===== config.mk =====
export PLATFORM = sky130hd
export DESIGN_NAME = pop_oneshot
export DESIGN_NICKNAME = d
export VERILOG_FILES = /design/src/core/pop_pkg.sv /design/src/core/pop_oneshot.sv /design/src/core/pop_tick_gen.sv /design/src/core/pop_delay_calc.sv
export SDC_FILE = /design/constraint.sdc
export NUM_CORES = 1
export LEC_CHECK = 0
export BUFFER_PORTS_ARGS = -buffer_cell sky130_fd_sc_hd__buf_4
export CORE_MARGIN = 2
export CORE_UTILIZATION = 50
export CTS_BUF_LIST = sky130_fd_sc_hd__clkbuf_4 sky130_fd_sc_hd__clkbuf_8
export DETAILED_ROUTE_END_ITERATION = 16
export PLACE_DENSITY = 0.67
export SKIP_LAST_GASP = 1
export SLEW_MARGIN = 20
export SYNTH_ARGS = -nofsm -noshare
export SYNTH_HDL_FRONTEND = slang
export SYNTH_HIERARCHICAL = 1
export SYNTH_SLANG_ARGS = --single-unit

===== constraint.sdc =====
create_clock -name clock -period 22.1 [get_ports clock]
set_clock_uncertainty 0.2 [all_clocks]
set_input_delay 5.525 -clock clock [delete_from_list [all_inputs] [get_ports clock]]
set_output_delay 5.525 -clock clock [all_outputs]
set_load 0.02 [all_outputs]

===== src/core/pop_pkg.sv =====
package pop_pkg;
  // clock rate and the two time bases, in their own units
  localparam int POP_CLOCK_MHZ = 100;
  localparam int POP_BASE_FAST_US = 100;
  localparam int POP_BASE_SLOW_US = 1000;
  localparam int POP_FAST_CYCLES = POP_BASE_FAST_US * POP_CLOCK_MHZ;
  localparam int POP_SLOW_CYCLES = POP_BASE_SLOW_US * POP_CLOCK_MHZ;
  localparam int POP_TICK_W = 17;

  // register byte addresses
  localparam logic [7:0] POP_ADDR_CTRL = 8'h00;
  localparam logic [7:0] POP_ADDR_DURATION = 8'h04;
  localparam logic [7:0] POP_ADDR_ONDELAY = 8'h08;
  localparam logic [7:0] POP_ADDR_CONFIG = 8'h0c;
  localparam logic [7:0] POP_ADDR_STATUS = 8'h10;

  // control word fields
  localparam int POP_CTRL_GO = 0;
  localparam int POP_CTRL_OVERRIDE = 1;
  localparam int POP_CTRL_FACTOR_LO = 8;

  // configuration word fields
  localparam int POP_CFG_MODE_LO = 0;
  localparam int POP_CFG_SLOW_BASE = 4;
  localparam int POP_CFG_GATE_ROLE = 5;
  localparam int POP_CFG_LONG_LAYOUT = 6;
  localparam int POP_CFG_LOCK = 7;
  localparam int POP_CFG_DELAY_LO = 16;

  // status word fields
  localparam int POP_STS_RUNNING = 0;
  localparam int POP_STS_OUTPUT = 1;
  localparam int POP_STS_SENSE = 2;
  localparam int POP_STS_GO_ECHO = 3;
  localparam int POP_STS_FAULT = 4;
  localparam int POP_STS_COUNT_LO = 8;

  // operating modes of a channel
  typedef enum logic [2:0] {
    POP_MODE_PULSE = 3'b000,
    POP_MODE_PWM = 3'b001,
    POP_MODE_TRAIN = 3'b010,
    POP_MODE_ONOFF = 3'b011,
    POP_MODE_FREQ = 3'b100
  } pop_mode_type;

  // sequencer states
  typedef enum logic [1:0] {
    POP_IDLE = 2'b00,
    POP_DELAY = 2'b01,
    POP_PULSE = 2'b10
  } pop_state_type;

  // values after reset
  localparam pop_mode_type POP_MODE_RESET = POP_MODE_PWM;
  localparam logic [15:0] POP_DURATION_RESET = 16'h0000;
  localparam logic [15:0] POP_CFG_DELAY_RESET = 16'h0000;

  // limits of times, in time-base counts
  localparam logic [15:0] POP_MIN_DUR_FAST = 16'h0002;
  localparam logic [15:0] POP_MIN_DUR_SLOW = 16'h0001;
  localparam logic [15:0] POP_MIN_DELAY_FAST = 16'h0002;
  localparam logic [23:0] POP_DELAY_MAX = 24'h00ffff;
  localparam logic [23:0] POP_FACTOR_DIV = 24'h00000a;
endpackage


===== src/core/pop_oneshot.sv =====
// Summary of operation
// - one of two channels; five modes exist, only single-pulse runs here
// - mode is fixed once configuration is locked; later writes ignored
// - go echo shows the go bit as received
// - config selects plain sensed input or hardware gate; default plain
// - gated: with go set, first gate rising edge starts the sequence
// - gate rising edges during a running sequence are ignored
// - gated: each later gate edge with go still set starts again
// - start edge begins on-delay and sets running together
// - after on-delay, pulse for programmed duration, then running clears
// - pulse width fault clears when next sequence starts
// - go falling during delay or pulse aborts, clearing output and running
// - time base 0.1 ms or 1 ms sets resolution; default 0.1 ms
// - pulse duration is time base times 16-bit controller value
// - changed duration during pulse ends pulse at new elapsed target
// - new duration below elapsed time aborts and sets pulse width fault
// - configured on-delay is time base times 16-bit value, default zero
// - short layout delay is factor times 0.1 times configured delay
// - a changed delay factor applies only from the next start
// - bus cycle synchronism has no effect on timing here
// - no pulse when duration is below 2 (fast) or 1 (slow)
// - on-delay under 0.2 ms, or a zero factor in the short layout, is zero; capped at 65535 counts (65.535 s slow, 6.5535 s fast)
//
// Design decisions made here: strobed register access and the register offsets.
`timescale 1ns/1ps
module pop_oneshot import pop_pkg::*; #(
  parameter int FAST_CYCLES = POP_FAST_CYCLES,
  parameter int SLOW_CYCLES = POP_SLOW_CYCLES
) (
  // clock and reset
  input wire logic clock,
  input wire logic reset_n,
  // register port
  input wire logic [7:0] address,
  input wire logic [31:0] writeData,
  input wire logic writeStrobe,
  input wire logic readStrobe,
  output logic [31:0] readData,
  // process side
  input wire logic senseInput,
  output logic pulseOut,
  // feedback
  output logic sequenceRunning,
  output logic goEcho,
  output logic pulseWidthFault
);
  // control word
  logic softwareGo;
  logic outputOverride;
  logic [7:0] delayFactor;
  // controller values
  logic [15:0] pulseDuration;
  logic [15:0] longDelay;
  // configuration
  pop_mode_type cfgMode;
  logic cfgSlowBase;
  logic inputRoleSelect;
  logic cfgLongLayout;
  logic cfgLocked;
  logic [15:0] cfgDelay;
  // sequencer
  pop_state_type state;
  logic [15:0] delayCount;
  logic [15:0] elapsed;
  logic [15:0] latchedDelay;
  logic [3:0] seqCount;
  // edge detection
  logic goPrev;
  logic gatePrev;
  // derived terms
  logic hardwareGate;
  logic goRise;
  logic gateRise;
  logic modeIsPulse;
  logic startPlain;
  logic startGated;
  logic startNow;
  logic abortNow;
  logic tick;
  logic delayDone;
  logic pulseDone;
  logic durationOk;
  logic overrun;
  logic tickRestart;
  logic [15:0] effDelay;
  logic [15:0] minDuration;
  // one-cycle mark of a finished sequence, aborted or faulted ones excluded
  logic seqDone;

  // time-base tick, free of any bus cycle reference
  // the tick phase is restarted at each phase start, so a time of n counts
  // lasts exactly n base periods rather than n minus a partial period
  pop_tick_gen #(
    .FAST_CYCLES(FAST_CYCLES),
    .SLOW_CYCLES(SLOW_CYCLES)
  ) tickGen (
    .clock(clock),
    .reset_n(reset_n),
    .slowBase(cfgSlowBase),
    .restart(tickRestart),
    .tick(tick)
  );

  // effective on-delay from factor and configured value, or the long layout word
  // purely combinational; its result is only latched at a start
  pop_delay_calc delayCalc (
    .slowBase(cfgSlowBase),
    .longLayout(cfgLongLayout),
    .configDelay(cfgDelay),
    .delayFactor(delayFactor),
    .longDelay(longDelay),
    .effDelay(effDelay)
  );

  // control word: go bit, override bit and delay factor
  // the factor is only sampled at a start, so rewriting it mid-sequence is harmless
  always_ff @(posedge clock or negedge reset_n) begin
    if (!reset_n) begin
      softwareGo <= 1'b0;
      outputOverride <= 1'b0;
      delayFactor <= 8'h00;
    end else if (writeStrobe && address == POP_ADDR_CTRL) begin
      softwareGo <= writeData[POP_CTRL_GO];
      outputOverride <= writeData[POP_CTRL_OVERRIDE];
      delayFactor <= writeData[POP_CTRL_FACTOR_LO +: 8];
    end
  end

  // duration may change at any time; the sequencer checks it every cycle
  // there is no shadow copy: a new value is the new total, elapsed time is kept
  always_ff @(posedge clock or negedge reset_n) begin
    if (!reset_n) begin
      pulseDuration <= POP_DURATION_RESET;
    end else if (writeStrobe && address == POP_ADDR_DURATION) begin
      pulseDuration <= writeData[15:0];
    end
  end

  // direct on-delay count for the long layout
  // ignored in the short layout, where factor and configured delay are used
  always_ff @(posedge clock or negedge reset_n) begin
    if (!reset_n) begin
      longDelay <= 16'h0000;
    end else if (writeStrobe && address == POP_ADDR_ONDELAY) begin
      longDelay <= writeData[15:0];
    end
  end

  // configuration; the lock bit seals mode and settings until the next reset
  // an unlocked write mid-sequence changes the base at once; software should
  // lock the word before the first start to keep times predictable
  always_ff @(posedge clock or negedge reset_n) begin
    if (!reset_n) begin
      cfgMode <= POP_MODE_RESET;
      cfgSlowBase <= 1'b0;
      inputRoleSelect <= 1'b0;
      cfgLongLayout <= 1'b0;
      cfgLocked <= 1'b0;
      cfgDelay <= POP_CFG_DELAY_RESET;
    end else if (writeStrobe && address == POP_ADDR_CONFIG && !cfgLocked) begin
      cfgMode <= pop_mode_type'(writeData[POP_CFG_MODE_LO +: 3]);
      cfgSlowBase <= writeData[POP_CFG_SLOW_BASE];
      inputRoleSelect <= writeData[POP_CFG_GATE_ROLE];
      cfgLongLayout <= writeData[POP_CFG_LONG_LAYOUT];
      cfgLocked <= writeData[POP_CFG_LOCK];
      cfgDelay <= writeData[POP_CFG_DELAY_LO +: 16];
    end
  end

  // previous values for edge detection
  // both reset low, matching the idle level, so no false edge follows reset
  always_ff @(posedge clock or negedge reset_n) begin
    if (!reset_n) begin
      goPrev <= 1'b0;
      gatePrev <= 1'b0;
    end else begin
      goPrev <= softwareGo;
      gatePrev <= hardwareGate;
    end
  end

  // start and stop conditions
  // the gate is masked by the role bit so a plain sensed input never starts anything
  assign hardwareGate = senseInput & inputRoleSelect;
  assign goRise = softwareGo & ~goPrev;
  assign gateRise = hardwareGate & ~gatePrev;
  assign modeIsPulse = (cfgMode == POP_MODE_PULSE);
  // plain input role: the go edge itself starts, override must be low
  assign startPlain = !inputRoleSelect && goRise && !outputOverride;
  // gate role: only a gate edge with go held starts; a go edge alone waits
  assign startGated = inputRoleSelect && softwareGo && gateRise && !outputOverride;
  // starts are only looked at when idle, so gate edges mid-sequence fall away
  assign startNow = modeIsPulse && state == POP_IDLE && (startPlain || startGated);
  assign abortNow = (state != POP_IDLE) && !softwareGo;

  // timing terms
  // comparisons are widened by one bit so a count of 65535 cannot wrap to zero
  assign minDuration = cfgSlowBase ? POP_MIN_DUR_SLOW : POP_MIN_DUR_FAST;
  assign durationOk = (pulseDuration >= minDuration);
  assign delayDone = tick && ({1'b0, delayCount} + 17'h00001 >= {1'b0, latchedDelay});
  // elapsed is compared each cycle so a new duration takes effect at once
  assign pulseDone = (elapsed >= pulseDuration) ||
                     (tick && ({1'b0, elapsed} + 17'h00001 >= {1'b0, pulseDuration}));
  assign overrun = (elapsed > pulseDuration);
  assign tickRestart = startNow || (state == POP_DELAY && delayDone);

  // sequencer: idle, on-delay, pulse
  always_ff @(posedge clock or negedge reset_n) begin
    if (!reset_n) begin
      state <= POP_IDLE;
      pulseOut <= 1'b0;
      sequenceRunning <= 1'b0;
      pulseWidthFault <= 1'b0;
      delayCount <= 16'h0000;
      elapsed <= 16'h0000;
      latchedDelay <= 16'h0000;
    end else begin
      case (state)
        POP_IDLE: begin
          // fault, delay and counters are set up together at the start edge
          if (startNow) begin
            sequenceRunning <= 1'b1;
            pulseWidthFault <= 1'b0;
            latchedDelay <= effDelay;
            delayCount <= 16'h0000;
            elapsed <= 16'h0000;
            if (effDelay == 16'h0000) begin
              state <= POP_PULSE;
              pulseOut <= durationOk;
            end else begin
              state <= POP_DELAY;
            end
          end
        end
        POP_DELAY: begin
          if (abortNow) begin
            state <= POP_IDLE;
            pulseOut <= 1'b0;
            sequenceRunning <= 1'b0;
          end else if (delayDone && !durationOk) begin
            // too short a duration: the sequence ends with no pulse at all
            state <= POP_IDLE;
            pulseOut <= 1'b0;
            sequenceRunning <= 1'b0;
          end else if (delayDone) begin
            state <= POP_PULSE;
            pulseOut <= durationOk;
            elapsed <= 16'h0000;
          end else if (tick) begin
            delayCount <= delayCount + 16'h0001;
          end
        end
        POP_PULSE: begin
          if (abortNow) begin
            state <= POP_IDLE;
            pulseOut <= 1'b0;
            sequenceRunning <= 1'b0;
          end else if (overrun) begin
            state <= POP_IDLE;
            pulseOut <= 1'b0;
            sequenceRunning <= 1'b0;
            pulseWidthFault <= 1'b1;
          end else if (pulseDone || !durationOk) begin
            state <= POP_IDLE;
            pulseOut <= 1'b0;
            sequenceRunning <= 1'b0;
          end else if (tick) begin
            elapsed <= elapsed + 16'h0001;
          end
        end
        default: begin
          state <= POP_IDLE;
          pulseOut <= 1'b0;
          sequenceRunning <= 1'b0;
        end
      endcase
    end
  end

  // a sequence completes at its pulse end, or at the delay end when no pulse is due
  assign seqDone = (state == POP_PULSE && !abortNow && !overrun && (pulseDone || !durationOk)) ||
                   (state == POP_DELAY && !abortNow && delayDone && !durationOk);

  // completed sequences; plain role only toggles 0/1, gate role wraps at 15
  // the counter is never cleared by software, so readers compare differences
  always_ff @(posedge clock or negedge reset_n) begin
    if (!reset_n) begin
      seqCount <= 4'h0;
    end else if (seqDone) begin
      if (inputRoleSelect) begin
        seqCount <= seqCount + 4'h1;
      end else begin
        seqCount <= {3'b000, ~seqCount[0]};
      end
    end
  end

  // go echo is the received go bit itself
  // it is a plain wire from the go register, so it can never lag the control word
  assign goEcho = softwareGo;

  // read data stands for one cycle after the strobe, zero otherwise
  // returning zero between reads lets a master or together several slaves
  // without a read multiplexer on the far side
  // status bits are the levels of the cycle the strobe is taken in; the sense bit is the unregistered input
  always_ff @(posedge clock or negedge reset_n) begin
    if (!reset_n) begin
      readData <= 32'h00000000;
    end else begin
      readData <= 32'h00000000;
      if (readStrobe) begin
        case (address)
          POP_ADDR_CTRL: begin
            readData[POP_CTRL_GO] <= softwareGo;
            readData[POP_CTRL_OVERRIDE] <= outputOverride;
            readData[POP_CTRL_FACTOR_LO +: 8] <= delayFactor;
          end
          POP_ADDR_DURATION: begin
            readData[15:0] <= pulseDuration;
          end
          POP_ADDR_ONDELAY: begin
            readData[15:0] <= longDelay;
          end
          POP_ADDR_CONFIG: begin
            readData[POP_CFG_MODE_LO +: 3] <= cfgMode;
            readData[POP_CFG_SLOW_BASE] <= cfgSlowBase;
            readData[POP_CFG_GATE_ROLE] <= inputRoleSelect;
            readData[POP_CFG_LONG_LAYOUT] <= cfgLongLayout;
            readData[POP_CFG_LOCK] <= cfgLocked;
            readData[POP_CFG_DELAY_LO +: 16] <= cfgDelay;
          end
          POP_ADDR_STATUS: begin
            readData[POP_STS_RUNNING] <= sequenceRunning;
            readData[POP_STS_OUTPUT] <= pulseOut;
            readData[POP_STS_SENSE] <= senseInput;
            readData[POP_STS_GO_ECHO] <= softwareGo;
            readData[POP_STS_FAULT] <= pulseWidthFault;
            readData[POP_STS_COUNT_LO +: 4] <= seqCount;
          end
          default: begin
            readData <= 32'h00000000;
          end
        endcase
      end
    end
  end
endmodule // pop_oneshot


===== src/core/pop_tick_gen.sv =====
`timescale 1ns/1ps
module pop_tick_gen import pop_pkg::*; #(
  parameter int FAST_CYCLES = POP_FAST_CYCLES,
  parameter int SLOW_CYCLES = POP_SLOW_CYCLES
) (
  // clock and reset
  input wire logic clock,
  input wire logic reset_n,
  // control
  input wire logic slowBase,
  input wire logic restart,
  // one-cycle tick per time-base period
  output logic tick
);
  logic [POP_TICK_W-1:0] count;
  logic [POP_TICK_W-1:0] limit;

  // period end for the selected base
  assign limit = slowBase ? POP_TICK_W'(SLOW_CYCLES - 1) : POP_TICK_W'(FAST_CYCLES - 1);
  assign tick = (count == limit);

  // restart aligns the first tick to a full period after a phase begins
  always_ff @(posedge clock or negedge reset_n) begin
    if (!reset_n) begin
      count <= '0;
    end else if (restart || tick) begin
      count <= '0;
    end else begin
      count <= count + POP_TICK_W'(1);
    end
  end
endmodule // pop_tick_gen


===== src/core/pop_delay_calc.sv =====
`timescale 1ns/1ps
module pop_delay_calc import pop_pkg::*; (
  // configuration
  input wire logic slowBase,
  input wire logic longLayout,
  input wire logic [15:0] configDelay,
  // controller values
  input wire logic [7:0] delayFactor,
  input wire logic [15:0] longDelay,
  // effective on-delay in time-base counts
  output logic [15:0] effDelay
);
  logic [23:0] product;
  logic [23:0] scaled;
  logic [23:0] raw;
  logic [15:0] clamped;

  // factor carries a weight of one tenth; the divide is costly but sits off the timing loop
  assign product = {16'h0000, delayFactor} * {8'h00, configDelay};
  assign scaled = product / POP_FACTOR_DIV;
  assign raw = longLayout ? {8'h00, longDelay} : scaled;
  assign clamped = (raw > POP_DELAY_MAX) ? POP_DELAY_MAX[15:0] : raw[15:0];
  // below two fast counts the delay is dropped; a zero factor already gives zero
  assign effDelay = (!slowBase && clamped < POP_MIN_DELAY_FAST) ? 16'h0000 : clamped;
endmodule // pop_delay_calc


==> run metrics <==
Yosys top cell area share 0.246; Routed WL 47900 um; Placement Setup Slack 7.63 ns; final layout net count roughly 2200; vias in the first global route between 10000 and 15000; worst-margin pin slew between 1 and 1.5 ns; Peak Freq 0.0680 GHz; wire per inst ~19 um; final setup fails 0; PostCTS Resize Cnt 0; clk_lat worst skew ~0.50 ns; total number of yosys warnings 6; max incr delay on CP 0.81 ns; worst hold path startpoint tickGen/count[0]; Root Buffer clkbuf_8; CTS tree built; Syn Std Cell Area around 0.018 sq mm; CP Max Fanout 18; largest net degree at the start of global routing ~110; routed vias 15353; Final HPWL DP approximately 37000 um; endpoint of the lowest-slack register-to-register path pulseOut; critical path launch point type flip-flop; core box area approximately 0.035 sq mm; top post-synthesis cells by count 191 x nand2_1, 172 x dfrtp_1, 139 x inv_1; GRT met3 Usage 0.0431; Sink Count between 150 and 200; setup TNS 0 ns; Critical Path Sink Type flip-flop; Port Buffers 80; Post-CTS Setup Bufs 0; R2R cell count 45; Final Cell Area 0.0187 sq mm; first-pass GRT wire length between 70000 and 80000 um; Worst-path clk slew 0.11 ns; crit path kind reg2reg; initial antenna violation count 0; grt met1 use 0.396; TritonRoute pass-1 iters 8; width of the chip about 190 um; worst path arrival time between 10 and 15 ns; CP required around 22 ns; multi-input logic area 0.0121 sq mm; gp weighted congestion roughly 0.90; Layout area overhead 6.58%; Chip Height about 190 um; Netlist cell types ~130; fraction of registers with async set/reset 1.00; most used routing layer met2; sequential area share after synthesis 0.247; share of cells above drive strength 1 0.143; Die ar. 0.0366 sq mm; RSZ-0062 raised after global routing no; R2R Path Start delayFactor[7]; Hold/Removal Path Class reg2reg; Synth area leader dfrtp_1; Reg2Reg Setup Slack roughly 7.4 ns; grt ovf 0; hold_buf cts 0; setup ws final between 7 and 8 ns; Slew headroom 0.231; Reg area around 0.0043 sq mm; hold path depth 1; Synthesized Nets ~2200; placement-stage cell area 0.0183 sq mm; Post-synth EDFFs 0; via/cell ratio 6.23; fin crit share 0.666; Final Power 0.00126 W; clk buf depth 2; outcome completed; Seq cells post-synth roughly 170; Final Critical Period between 10 and 15 ns; top cells by area, synth dfrtp_1 25%, fa_1 9.6%, ha_1 7.0%, mux2_2 4.6%, nand2_1 4.1%; Ports 81; ANT cells 0; worst vdd ir ~0.066 mV; Syn Area/Cell ~9 sq um; Max Slew Vio Count 0; fill cell count roughly 3200; FP Rows slightly below 70; max cap viols 0; GRT Util Overall 0.268; Routed Antenna Nets 0; ys flop type dfrtp_1; Power Dens Cells around 67 mW/mm^2; Initial Util 0.507; hold path endpoint tickGen/count[0]; CTS buffer count 17; H-tree depth 4; GR Util met2 0.406; DRC 0; Mapped Cells approximately 2000; Initial DRC Count approximately 1600; most frequent cell after synthesis nand2_1; leakage power about 8.5 nW; Slowest cell on crit path o22ai_1; final hold viol count 0
## where the power goes
part | internal, W | switching, W | leakage [nW]
combinational | 0.000239 | 0.000378 | 6.02
clock | 0.0000860 | 0.000141 | 0.196
sequential | 0.000359 | 0.0000539 | 2.30
total | 0.000685 | 0.000573 | 8.52
## metal layers
metal | wire length [um] | up-vias
met2 | 21100 | 552
li1 | - | 7211
met5 | 0 | -
met4 | 981 | 0
met1 | 22600 | 7521
met3 | 3120 | 69
## final cells by class
type                    count  area share
clock buffers              17      0.0125
clock inverters            15     0.00878
inverters                 139      0.0279
multi-input cells        1567       0.648
flip-flops and latches    173       0.232
well taps                 455      0.0305
repair buffers             99      0.0401
## metrics by stage
step	hold WS [ns]	utilization	std cells
2_1_floorplan	0.241	-	1992
3_3_place_gp	0.267	0.529	2433
3_5_place_dp	0.265	0.529	2433
4_1_cts	0.280	0.541	2465
5_1_grt	0.296	0.541	2465
6_report	0.282	0.541	2465
## logic make-up (layout without fill, tap and decap cells)
family	after synthesis	in the layout	share of synthesized area
DFF	173	173	0.247
buffers and inverters	252	270	0.0624
adders and majority gates	183	183	0.167
AOI/OAI and AO/OA	469	469	0.201
muxes	98	98	0.0642
and+or+nand+nor	736	736	0.217
xor gates and xnor gates	81	81	0.0420
## critical path: cells and delay by family (launching register included)
family,cells,cell delay [ns]
compound gates,15,4.53
buf+inv,3,0.16
simple gates,15,4.25
mux,7,2.22
flops,1,0.69
fa+ha+maj,5,2.54
## worst max path at each step
stage / startpoint / to / slack [ns] / cells past startpoint
5_1_grt: delayFactor[4] / pulseOut / 6.21 / 45
3_3_place_gp: delayFactor[7] / pulseOut / 8.04 / 45
2_1_floorplan: delayFactor[7] / pulseOut / 10.52 / 48
4_1_cts: delayFactor[7] / pulseOut / 7.56 / 45
3_5_place_dp: delayFactor[7] / pulseOut / 7.63 / 45
6_report: delayFactor[7] / pulseOut / 7.39 / 45
## registers in the layout (all words and copies together), names as in the netlist, 2 cells and up
| register | flops |
|---|---|
| readData | 32 |
| tickGen/count | 17 |
| cfgDelay | 16 |
| delayCount | 16 |
| elapsed | 16 |
| latchedDelay | 16 |
| longDelay | 16 |
| pulseDuration | 16 |
| delayFactor | 8 |
| seqCount | 4 |
| cfgMode | 3 |
| state | 2 |
## cell usage in the layout (no fill, tap or decap), types with 8 or more instances in the layout
cell       instances
xnor2_1           55
o21ai_1           16
nand2_1          191
fa_1              84
a21oi_1           87
mux2i_1           19
dfrtp_1          172
o31ai_1           19
mux2_2            71
nor3_1            62
o22ai_1            9
and2_1           112
nand2b_1          10
a31oi_1           16
xor2_1            23
o221ai_1           8
o21ai_0           80
a211oi_1          17
a21o_1            22
o211ai_1          16
ha_1              98
inv_1            139
clkbuf_8          18
nor2_1           122
buf_4             98
a211o_1            8
or3_1             11
nor4_1            24
a221oi_1           8
nand4_1           41
or4_1             11
o311ai_0           8
nand3_1           67
nor2b_1           16
a22oi_1           10
a2bb2oi_1         11
and3_1            20
Power figures use the tool's default switching activity.
